## config.mk

```make
export PLATFORM = sky130hd
export DESIGN_NAME = hub_port_control
export DESIGN_NICKNAME = d
export VERILOG_FILES = /design/src/hub_port_pkg.sv /design/src/sync2.sv /design/src/port_engine.sv /design/src/hub_port_control.sv
export SDC_FILE = /design/constraint.sdc
export NUM_CORES = 1
export LEC_CHECK = 0
export BUFFER_PORTS_ARGS = -buffer_cell sky130_fd_sc_hd__clkbuf_2
export CAP_MARGIN = 40
export CELL_PAD_IN_SITES_DETAIL_PLACEMENT = 0
export CELL_PAD_IN_SITES_GLOBAL_PLACEMENT = 1
export CORE_UTILIZATION = 30
export CTS_CLUSTER_SIZE = 20
export DETAILED_ROUTE_END_ITERATION = 10
export PLACE_DENSITY = 0.65
export SLEW_MARGIN = 40
export SYNTH_ARGS = -nofsm -noshare
export SYNTH_HDL_FRONTEND = slang
export SYNTH_HIERARCHICAL = 1
export SYNTH_SLANG_ARGS = --single-unit
```

## constraint.sdc

```tcl
create_clock -name pclk -period 4.11 [get_ports pclk]
set_input_delay 0 -clock pclk [delete_from_list [all_inputs] [get_ports pclk]]
set_output_delay 0 -clock pclk [all_outputs]
set_load 0.02 [all_outputs]
```

## src/hub_port_pkg.sv

```systemverilog
// Purpose: shared constants for the hub port control block
// Assumes: APB with 32-bit data, one aligned word per register
// Notes:   printed offsets are not all multiples of four, so byte address is four times the index
package hub_port_pkg;

  // register indices as printed, byte address is index times four
  localparam logic [15:0] IDX_HUB_PORT_COMMAND = 16'h1fc5;
  localparam logic [15:0] IDX_HUB_POWER_STATUS = 16'h1fc7;
  localparam logic [15:0] IDX_HUB_GLOBAL_STATE = 16'h1ffb;
  localparam logic [15:0] IDX_PORT2_STATUS     = 16'h1fa0;
  localparam logic [15:0] IDX_PORT3_STATUS     = 16'h1fa1;
  localparam logic [15:0] IDX_PORT1_STATUS     = 16'h1f9f;

  // reset values
  localparam logic [7:0] RST_HUB_PORT_COMMAND = 8'h00;
  localparam logic [7:0] RST_HUB_POWER_STATUS = 8'h00;
  localparam logic [7:0] RST_HUB_GLOBAL_STATE = 8'h00;

  // global state fields
  localparam int GS_SUSPEND = 4;
  localparam int GS_RESUME  = 3;
  localparam int GS_RWAKE   = 2;
  localparam int GS_CONFIG  = 1;
  localparam int GS_ADDR    = 0;

  // hub power status fields
  localparam int HS_OC_CHANGE = 3;
  localparam int HS_LP_CHANGE = 2;
  localparam int HS_OC_FLAG   = 1;
  localparam int HS_LP_LOST   = 0;
  localparam logic [7:0] HS_WMASK = 8'h0f;

  // port command layout
  localparam int CMD_LSB = 4;
  localparam int SEL_LSB = 0;
  localparam logic [7:0] PC_WMASK = 8'h77;

  // port status fields
  localparam int PS_SLOW    = 6;
  localparam int PS_POWER   = 5;
  localparam int PS_RESET   = 4;
  localparam int PS_OC      = 3;
  localparam int PS_SUSP    = 2;
  localparam int PS_ENABLED = 1;
  localparam int PS_CONN    = 0;

  // port commands
  typedef enum logic [2:0] {
    CMD_DISABLE = 3'b000,
    CMD_ENABLE  = 3'b001,
    CMD_RESET   = 3'b010,
    CMD_SUSPEND = 3'b011,
    CMD_RESUME  = 3'b100
  } port_cmd_e;

  // port select codes
  localparam logic [2:0] SEL_PORT1 = 3'b001;
  localparam logic [2:0] SEL_PORT2 = 3'b010;
  localparam logic [2:0] SEL_PORT3 = 3'b011;

  // timing
  localparam int CLK_MHZ        = 100;
  localparam int RESUME_K_MS    = 20;
  localparam int RESUME_K_CYC   = RESUME_K_MS * 1000 * CLK_MHZ;
  localparam int PORT_RESET_MS  = 10;
  localparam int PORT_RESET_CYC = PORT_RESET_MS * 1000 * CLK_MHZ;
  localparam int EOP_CYC        = 2;
  localparam int TMR_W          = 32;

endpackage : hub_port_pkg

```

## src/sync2.sv

```systemverilog
// Purpose: two-flop synchroniser for pin-side levels
// Assumes: input asynchronous to pclk
// Notes:   first flop is read only by the second
`timescale 1ns/10ps
module sync2 #(
  parameter int W = 1
) (
  // clock and reset
  input  wire logic         pclk,
  input  wire logic         presetn,
  // data
  input  wire logic [W-1:0] d,
  output logic      [W-1:0] q
);
  logic [W-1:0] meta_q;

  // two stages, constant under reset
  always_ff @(posedge pclk or negedge presetn) begin
    if (!presetn) begin
      meta_q <= '0;
      q      <= '0;
    end else begin
      meta_q <= d;
      q      <= meta_q;
    end
  end
endmodule : sync2

```

## src/port_engine.sv

```systemverilog
// Purpose: one external downstream port: enable, reset, suspend and resume sequencing
// Assumes: command pulse from the register block, synchronised pin levels
// Notes:   long waits are parameters so a simulation can shorten them
`timescale 1ns/10ps
module port_engine
  import hub_port_pkg::*;
#(
  parameter int RESUME_CYC = RESUME_K_CYC,
  parameter int RESET_CYC  = PORT_RESET_CYC
) (
  // clock and reset
  input  wire logic       pclk,
  input  wire logic       presetn,
  // command
  input  wire logic       cmd_go,
  input  wire logic [2:0] cmd,
  // wakeup
  input  wire logic       wake_ok,
  input  wire logic       wake_evt,
  // state out
  output logic            enabled_q,
  output logic            suspended_q,
  output logic            resetting,
  output logic            drive_k,
  output logic            drive_se0,
  output logic            repeat_en,
  output logic            resume_busy
);
  typedef enum logic [2:0] {
    ST_OFF   = 3'b000,
    ST_ON    = 3'b001,
    ST_RST   = 3'b010,
    ST_SUSP  = 3'b011,
    ST_K     = 3'b100,
    ST_EOP   = 3'b101
  } pstate_e;

  pstate_e          st_q;
  logic [TMR_W-1:0] tmr_q;

  // sequencer; any command but resume preempts a wait in progress, resume acts only from suspend
  always_ff @(posedge pclk or negedge presetn) begin
    if (!presetn) begin
      st_q  <= ST_OFF;
      tmr_q <= '0;
    end else if (cmd_go) begin
      unique case (cmd)
        CMD_DISABLE: st_q <= ST_OFF;
        CMD_ENABLE:  st_q <= ST_ON;
        CMD_RESET: begin
          st_q  <= ST_RST;
          tmr_q <= TMR_W'(RESET_CYC - 1);
        end
        CMD_SUSPEND: st_q <= ST_SUSP;
        CMD_RESUME: begin
          if (st_q == ST_SUSP) begin
            st_q  <= ST_K;
            tmr_q <= TMR_W'(RESUME_CYC - 1);
          end
        end
        default: st_q <= st_q;
      endcase
    end else begin
      unique case (st_q)
        ST_RST: begin
          if (tmr_q == '0) st_q <= ST_ON;
          else tmr_q <= tmr_q - 1'b1;
        end
        ST_SUSP: begin
          // wakeup only while remote wake is permitted
          if (wake_ok && wake_evt) begin
            st_q  <= ST_K;
            tmr_q <= TMR_W'(RESUME_CYC - 1);
          end
        end
        ST_K: begin
          if (tmr_q == '0) begin
            st_q  <= ST_EOP;
            tmr_q <= TMR_W'(EOP_CYC - 1);
          end else tmr_q <= tmr_q - 1'b1;
        end
        ST_EOP: begin
          if (tmr_q == '0) st_q <= ST_ON;
          else tmr_q <= tmr_q - 1'b1;
        end
        default: st_q <= st_q;
      endcase
    end
  end

  // decoded state
  always_comb begin
    enabled_q   = (st_q == ST_ON);
    suspended_q = (st_q == ST_SUSP) || (st_q == ST_K) || (st_q == ST_EOP);
    resetting   = (st_q == ST_RST);
    drive_k     = (st_q == ST_K);
    drive_se0   = (st_q == ST_RST) || (st_q == ST_EOP);
    repeat_en   = (st_q == ST_ON);
    resume_busy = (st_q == ST_K) || (st_q == ST_EOP);
  end
endmodule : port_engine

```

## src/hub_port_control.sv

```systemverilog
// Purpose: hub-level state and downstream port control with an APB register file
// Assumes: pin levels are asynchronous and pass sync2 before use
// Notes:   byte address of each register is four times its printed index
`timescale 1ns/10ps
module hub_port_control
  import hub_port_pkg::*;
#(
  parameter int RESUME_CYC = RESUME_K_CYC,
  parameter int RESET_CYC  = PORT_RESET_CYC
) (
  // apb
  input  wire logic        pclk,
  input  wire logic        presetn,
  input  wire logic        psel,
  input  wire logic        penable,
  input  wire logic        pwrite,
  input  wire logic [17:0] paddr,
  input  wire logic [31:0] pwdata,
  input  wire logic [3:0]  pstrb,
  output logic      [31:0] prdata,
  output logic             pready,
  output logic             pslverr,
  // hub events from the upstream engine (same clock)
  input  wire logic        hub_suspended,
  input  wire logic        upstream_resume,
  input  wire logic        eof2_tick,
  // downstream pin levels, ports 2 and 3 (asynchronous)
  input  wire logic [1:0]  dev_connect,
  input  wire logic [1:0]  dev_low_speed,
  input  wire logic [1:0]  dev_j_to_k,
  // downstream drive, ports 2 and 3
  output logic      [1:0]  port_drive_k,
  output logic      [1:0]  port_drive_se0,
  output logic      [1:0]  port_repeat_en,
  // embedded function
  output logic             func_reset,
  output logic             func_respond_en,
  output logic             hub_addr_enable
);
  // access decode
  logic        wr_en;
  logic        rd_en;
  logic [15:0] idx;
  logic        hit;

  // registers
  logic [7:0] cmd_q;
  logic       cmd_go_q;
  logic [7:0] hps_q;
  logic       rwake_q;
  logic       config_q;
  logic       addr_q;
  logic       resume_ind_q;
  logic [1:0] power_q;
  logic [1:0] oc_q;
  logic [1:0] slow_q;
  logic [1:0] conn_q;
  logic [1:0] conn_prev_q;
  logic       p1_susp_q;
  logic [31:0] prdata_q;

  // synchronised pins
  logic [1:0] conn_s;
  logic [1:0] ls_s;
  logic [1:0] jk_s;

  // engine outputs
  logic [1:0] en_w;
  logic [1:0] susp_w;
  logic [1:0] rst_w;
  logic [1:0] busy_w;
  logic [1:0] go_w;

  // byte lane 0 written only when its strobe is set
  function automatic logic [7:0] merge(input logic [7:0] old, input logic [7:0] nw, input logic [7:0] msk,
                                       input logic lane);
    merge = lane ? ((old & ~msk) | (nw & msk)) : old;
  endfunction : merge

  // assemble a port status byte
  function automatic logic [7:0] pstat(input logic slow, input logic pwr, input logic rst, input logic oc,
                                       input logic sus, input logic en, input logic con);
    pstat = {1'b0, slow, pwr, rst, oc, sus, en, con};
  endfunction : pstat

  // apb decode; byte address is four times the index
  assign idx     = paddr[17:2];
  assign hit     = (idx == IDX_HUB_PORT_COMMAND) || (idx == IDX_HUB_POWER_STATUS) ||
                   (idx == IDX_HUB_GLOBAL_STATE) || (idx == IDX_PORT1_STATUS) ||
                   (idx == IDX_PORT2_STATUS) || (idx == IDX_PORT3_STATUS);
  assign wr_en   = psel && penable && pwrite && hit;
  assign rd_en   = psel && !penable && !pwrite; // setup cycle, so data stands through the access cycle
  assign pready  = 1'b1;
  assign pslverr = psel && penable && !hit; // unmapped addresses error, writes dropped
  assign prdata  = prdata_q;

  // pin synchronisers
  sync2 #(.W(6)) u_sync (
    .pclk    (pclk),
    .presetn (presetn),
    .d       ({dev_j_to_k, dev_low_speed, dev_connect}),
    .q       ({jk_s, ls_s, conn_s})
  );

  // port command register; the write strobes one command with its own select
  always_ff @(posedge pclk or negedge presetn) begin
    if (!presetn) begin
      cmd_q    <= RST_HUB_PORT_COMMAND;
      cmd_go_q <= 1'b0;
    end else begin
      cmd_go_q <= wr_en && (idx == IDX_HUB_PORT_COMMAND) && pstrb[0];
      if (wr_en && (idx == IDX_HUB_PORT_COMMAND)) begin
        cmd_q <= merge(cmd_q, pwdata[7:0], PC_WMASK, pstrb[0]);
      end
    end
  end

  // hub power status: plain firmware storage, hub change bit is firmware's job
  always_ff @(posedge pclk or negedge presetn) begin
    if (!presetn) begin
      hps_q <= RST_HUB_POWER_STATUS;
    end else if (wr_en && (idx == IDX_HUB_POWER_STATUS)) begin
      hps_q <= merge(hps_q, pwdata[7:0], HS_WMASK, pstrb[0]);
    end
  end

  // global state writable bits; zero configuration value clears configured
  always_ff @(posedge pclk or negedge presetn) begin
    if (!presetn) begin
      rwake_q  <= RST_HUB_GLOBAL_STATE[GS_RWAKE];
      config_q <= RST_HUB_GLOBAL_STATE[GS_CONFIG];
      addr_q   <= RST_HUB_GLOBAL_STATE[GS_ADDR];
    end else if (wr_en && (idx == IDX_HUB_GLOBAL_STATE) && pstrb[0]) begin
      rwake_q  <= pwdata[GS_RWAKE];
      config_q <= pwdata[GS_CONFIG];
      addr_q   <= pwdata[GS_ADDR];
    end
  end

  // resume indicator: set wins, clears when no port is still resuming
  always_ff @(posedge pclk or negedge presetn) begin
    if (!presetn) begin
      resume_ind_q <= 1'b0;
    end else if (upstream_resume) begin
      resume_ind_q <= 1'b1;
    end else if (resume_ind_q && (busy_w == 2'b00)) begin
      resume_ind_q <= 1'b0;
    end
  end

  // port 1 suspend tracked here since firmware owns its enable
  always_ff @(posedge pclk or negedge presetn) begin
    if (!presetn) begin
      p1_susp_q <= 1'b0;
    end else if (cmd_go_q && (cmd_q[2:0] == SEL_PORT1)) begin
      unique case (cmd_q[6:4])
        CMD_SUSPEND: p1_susp_q <= 1'b1;
        CMD_RESUME,
        CMD_RESET:   p1_susp_q <= 1'b0;
        default:     p1_susp_q <= p1_susp_q;
      endcase
    end
  end

  // firmware owned port bits, power and overcurrent only
  always_ff @(posedge pclk or negedge presetn) begin
    if (!presetn) begin
      power_q <= 2'b00;
      oc_q    <= 2'b00;
    end else if (wr_en && pstrb[0]) begin
      if (idx == IDX_PORT2_STATUS) begin
        power_q[0] <= pwdata[PS_POWER];
        oc_q[0]    <= pwdata[PS_OC];
      end
      if (idx == IDX_PORT3_STATUS) begin
        power_q[1] <= pwdata[PS_POWER];
        oc_q[1]    <= pwdata[PS_OC];
      end
    end
  end

  // eof2 sampling of connect and speed; speed only with a device present
  always_ff @(posedge pclk or negedge presetn) begin
    if (!presetn) begin
      conn_q      <= 2'b00;
      slow_q      <= 2'b00;
      conn_prev_q <= 2'b00;
    end else begin
      conn_prev_q <= conn_s;
      if (eof2_tick) begin
        conn_q <= conn_s;
        for (int i = 0; i < 2; i++) begin
          if (conn_s[i]) slow_q[i] <= ls_s[i];
        end
      end
    end
  end

  // per-port command pulses and engines for ports 2 and 3
  assign go_w[0] = cmd_go_q && (cmd_q[2:0] == SEL_PORT2);
  assign go_w[1] = cmd_go_q && (cmd_q[2:0] == SEL_PORT3);

  for (genvar g = 0; g < 2; g++) begin : g_port
    port_engine #(
      .RESUME_CYC (RESUME_CYC),
      .RESET_CYC  (RESET_CYC)
    ) u_eng (
      .pclk        (pclk),
      .presetn     (presetn),
      .cmd_go      (go_w[g]),
      .cmd         (cmd_q[6:4]),
      .wake_ok     (rwake_q),
      .wake_evt    ((conn_s[g] ^ conn_prev_q[g]) || jk_s[g]),
      .enabled_q   (en_w[g]),
      .suspended_q (susp_w[g]),
      .resetting   (rst_w[g]),
      .drive_k     (port_drive_k[g]),
      .drive_se0   (port_drive_se0[g]),
      .repeat_en   (port_repeat_en[g]),
      .resume_busy (busy_w[g])
    );
  end

  // function side controls
  assign func_reset      = cmd_go_q && (cmd_q[2:0] == SEL_PORT1) && (cmd_q[6:4] == CMD_RESET);
  assign func_respond_en = !p1_susp_q;
  assign hub_addr_enable = addr_q;

  // read mux, registered; upper bits read zero
  always_ff @(posedge pclk or negedge presetn) begin
    if (!presetn) begin
      prdata_q <= 32'h0000_0000;
    end else if (rd_en) begin
      unique case (idx)
        IDX_HUB_PORT_COMMAND: prdata_q <= {24'h000000, cmd_q & PC_WMASK};
        IDX_HUB_POWER_STATUS: prdata_q <= {24'h000000, hps_q & HS_WMASK};
        IDX_HUB_GLOBAL_STATE: prdata_q <= {24'h000000, 3'b000, hub_suspended, resume_ind_q,
                                           rwake_q, config_q, addr_q};
        IDX_PORT1_STATUS:     prdata_q <= {24'h000000, pstat(1'b0, 1'b1, 1'b0, 1'b0,
                                           p1_susp_q, 1'b0, 1'b1)};
        IDX_PORT2_STATUS:     prdata_q <= {24'h000000, pstat(slow_q[0], power_q[0], rst_w[0], oc_q[0],
                                           susp_w[0], en_w[0], conn_q[0])};
        IDX_PORT3_STATUS:     prdata_q <= {24'h000000, pstat(slow_q[1], power_q[1], rst_w[1], oc_q[1],
                                           susp_w[1], en_w[1], conn_q[1])};
        default:              prdata_q <= 32'h0000_0000;
      endcase
    end
  end

endmodule : hub_port_control

```

==> results.py <==
metrics = {
    "final_layout": {
        "diodes": 0,
        "fraction_of_final_layout_cells_with_drive_strength_greater_than_1_pct": 20.9,
        "design.final.nets": 864,
        "postLayoutCoreUtil_pct": 35.8,
        "instances_no_fill": 1092,
        "num-fill-cells": 2288,
        "syn_to_final_growth_pct": 17.4,
    },
    "synth": {
        "postSynthRegisterBits": 115,
        "post-synth-top-area-fraction_pct": 41.6,
        "dominant_synthesized_flop_cell": "dfrtp_1",
        "syn-mean-instance-area_um2": 9.55,
        "async_reset_ff_share_pct": 100,
        "synth_top_cell_by_area": "dfrtp_1",
        "ys_warn_count": 6,
        "netlist-cell-type-count": 90,
        "synth.cell_area_um2": 6910,
        "synth_cells": 724,
        "synth_sequential_area_ratio_pct": 41.6,
        "post_synth_main_area_contributors": "dfrtp_1 (42%), a31oi_1 (4.3%), mux2_2 (3.6%)",
        "synth_edf_count": 0,
    },
    "critical_path": {
        "max_stage_delay_ns": 0.56,
        "critPathMaxFanout": 10,
        "worst-setup-path-type": "register to register",
        "start_kind": "register",
        "crit_slowest_cell": "or3b_2",
        "r2r_end": "g_port[1].u_eng/tmr_q[3]$_DFFE_PN0P_",
        "worstPathArrival_ns": 3.41,
        "timing.reg2reg.worst_path_depth": 7,
        "timing.reg2reg.setup_slack_ns": 0.98,
        "critical_path_required_ns": 4.39,
        "endpoint_kind": "register",
        "crit_chain": "inv_1, ha_1, or3b_2, or3_1, nor4_4, or2_1, o221ai_1",
        "timing.rr.start": "g_port[1].u_eng/tmr_q[0]$_DFFE_PN0P_",
    },
    "global_route": {
        "grt_start_max_net_pins": 46,
        "global_route_overflow": 0,
        "total_grt_usage_pct": 16.7,
        "first_global_vias": 5538,
        "wire_length_of_the_first_global_routing_pass_um": 31100,
        "antenna_found_initial": 0,
    },
    "pwr": {
        "seq_power_share_pct": 40.9,
        "power_switching_share_pct": 24.9,
        "p_sw_w": 0.000702,
        "cell_internal_pwr_w": 0.00212,
        "leakagePower_nw": 3.80,
        "pwr-share-comb_pct": 5.8,
        "p_per_area_nw_per_um2": 348,
        "max-vdd-ir-drop_v": 0.000212,
        "power_frac_clock_pct": 53.3,
    },
    "clocking": {
        "buffer_count_from_post_cts_setup_fixing": 0,
        "clk_pin_slew_ns": 0.06,
        "worst_skew_pair.late_latency_ns": 0.43,
        "tritoncts": "yes",
        "clock_sink_count": 115,
        "cts_repair_resize_count": 0,
        "clock_path_buffers": 2,
        "tritoncts_buffer_count": 17,
        "root_buffer": "clkbuf_16",
        "h-tree-depth": 4,
        "holdBufCountCts": 22,
    },
    "timing": {
        "finClkSkew_ns": 0.0118,
        "hold-worst-slack_ns": 0.0553,
        "finalMaxSlewViolations": 0,
        "timing_worst_slew_pin_value_ns": 0.807,
        "final_hold_viol_count": 0,
        "crit_share_post_route_pct": 76.2,
        "final_period_minus_worst_setup_slack_ns": 3.13,
        "clock.fmax_mhz": 319,
        "slew_headroom_pct": 46.1,
        "tns_ns": 0,
        "rsz0062_at_grt": "false",
        "setup_violations": 0,
    },
    "floorplan": {
        "die_y_um": 154,
        "floorplan.die.width_um": 154,
        "io_count": 111,
        "coreArea_um2": 22600,
        "die_area_um2": 23700,
        "num_rows": 55,
        "initial_utilization_pct": 30.5,
    },
    "place": {
        "gp_routability_congestion": 0.806,
        "dp_cells": 1038,
        "port_buffers": 54,
        "place_hpwl_um": 12900,
    },
    "detailed_routing": {
        "pre_antenna_drt_iters": 6,
        "initialDrtViolationCount": 397,
        "routed_wl_um": 19000,
        "antenna_left": 0,
        "route.detailed.drc": 0,
        "total_number_of_vias": 5961,
        "post_drt_via_cell_ratio": 5.46,
        "avgRoutedWirePerCell_um": 17.4,
    },
    "status": {
        "status": "finished, final reports clean",
    },
    "run": {
        "maxCapViolCount": 0,
    },
    "hold_path": {
        "worst_hold_path_type": "input port to async pin",
    },
}
cell usage in the layout (no fill, tap or decap), types with 10 or more instances in the layout:
master and count:
nor2_1 37, dlygate4sd3_1 22, nor3_1 25, a31oi_1 48, clkbuf_2 53, inv_1 30, or4_1 10, buf_4 14
or3_1 16, a211oi_1 11, nor4_1 14, conb_1 26, o21ai_1 14, o21ai_0 41, a21oi_1 30, nand3_1 15
o221ai_1 11, clkbuf_16 17, mux2_2 22, nand2_1 53, dfrtp_1 115, nand2b_1 14
worst max-delay path: cells and delay by family (launching register included):
| family | cells | cell delay [ns] |
|---|---|---|
| adders and majority gates | 1 | 0.18 |
| DFF | 1 | 0.43 |
| and+or+nand+nor | 4 | 2.11 |
| AOI/OAI and AO/OA | 1 | 0.20 |
| buffers and inverters | 1 | 0.08 |
synth_stat cells (6+ instances only):
cell	instances
a211oi_1	11
a21oi_1	30
a31oi_1	48
buf_2	9
buf_4	30
buf_6	7
clkbuf_1	13
dfrtp_1	115
inv_1	30
mux2_2	22
mux2_4	6
nand2_1	53
nand2b_1	14
nand3_1	15
nand4_1	8
nor2_1	37
nor3_1	25
nor4_1	14
nor4_4	6
o211ai_1	6
o21ai_0	41
o21ai_1	14
o221ai_1	11
or2_2	6
or3_1	16
or4_1	10
worst max path at each step:
stage	from	end	slack [ns]	depth (start not counted)
global route	g_port[1].u_eng/tmr_q[0]$_DFFE_PN0P_	g_port[1].u_eng/tmr_q[3]$_DFFE_PN0P_	0.75	7
CTS	g_port[1].u_eng/tmr_q[0]$_DFFE_PN0P_	g_port[1].u_eng/tmr_q[3]$_DFFE_PN0P_	0.97	7
global placement	g_port[1].u_eng/tmr_q[0]$_DFFE_PN0P_	g_port[1].u_eng/tmr_q[3]$_DFFE_PN0P_	1.03	7
detailed placement	g_port[1].u_eng/tmr_q[0]$_DFFE_PN0P_	g_port[1].u_eng/tmr_q[19]$_DFFE_PN0P_	0.99	7
finish	g_port[1].u_eng/tmr_q[0]$_DFFE_PN0P_	g_port[1].u_eng/tmr_q[3]$_DFFE_PN0P_	0.98	7
floorplan	g_port[1].u_eng/tmr_q[0]$_DFFE_PN0P_	g_port[1].u_eng/tmr_q[17]$_DFFE_PN0P_	1.50	10
per-stage QoR:
step	setup slack [ns]	total power (W)	cell area [um2]
final	0.976	0.00282	8110
after floorplan	1.50	0.00127	7000
after CTS	0.975	0.00286	8110
after global routing	0.751	0.00294	8110
after global placement	1.03	0.00132	7290
after detailed placement	0.991	0.00132	7300
state kept, by name (all words and copies together) (netlist names):
name,cells
power_q,2
config_q,1
resume_ind_q,1
hub_addr_enable,1
prdata,7
g_port.u_eng/tmr_q,64
p1_susp_q,1
u_sync/meta_q,6
cmd_go_q,1
hps_q,4
conn_prev_q,2
u_sync/q,6
rwake_q,1
cmd_q,6
slow_q,2
g_port.u_eng/st_q,6
oc_q,2
conn_q,2
power by group through the flow:
stage,combinational [W],sequential [W],clock [W]
6_report,0.000163,0.00115,0.00150
5_1_grt,0.000181,0.00116,0.00160
4_1_cts,0.000164,0.00115,0.00155
3_5_place_dp,0.000148,0.00118,0
3_3_place_gp,0.000148,0.00117,0
2_1_floorplan,0.0000993,0.00118,0
per-layer routing:
layer | vias to the layer above | track usage [%] | share of wire [%]
met5 | - | 0 | 0
met3 | 13 | 3.18 | 5.0
met4 | 0 | 4.86 | 1.0
li1 | 2864 | - | -
met2 | 176 | 24.5 | 43
met1 | 2908 | 24.6 | 51
cell families (layout without fill, tap and decap cells):
logic type      Yosys count  after routing  share of synthesized area (%)
buf+inv                  93            152                           7.98
xor+xnor                  2              2                          0.253
mux                      30             30                           5.18
simple gates            250            250                           21.9
fa+ha+maj                 2              2                          0.362
flops                   115            115                           41.6
compound gates          230            230                           22.6
other cells               2             26                          0.109
final cells by class:
class	instances	area [um2]	area share, %
multi-input cells	540	3580	44.1
flip-flops and latches	115	2880	35.5
repair buffers	89	591	7.28
clock buffers	19	443	5.46
well taps	285	357	4.39
clock inverters	13	148	1.82
inverters	31	116	1.43
Power figures use the tool's default switching activity.
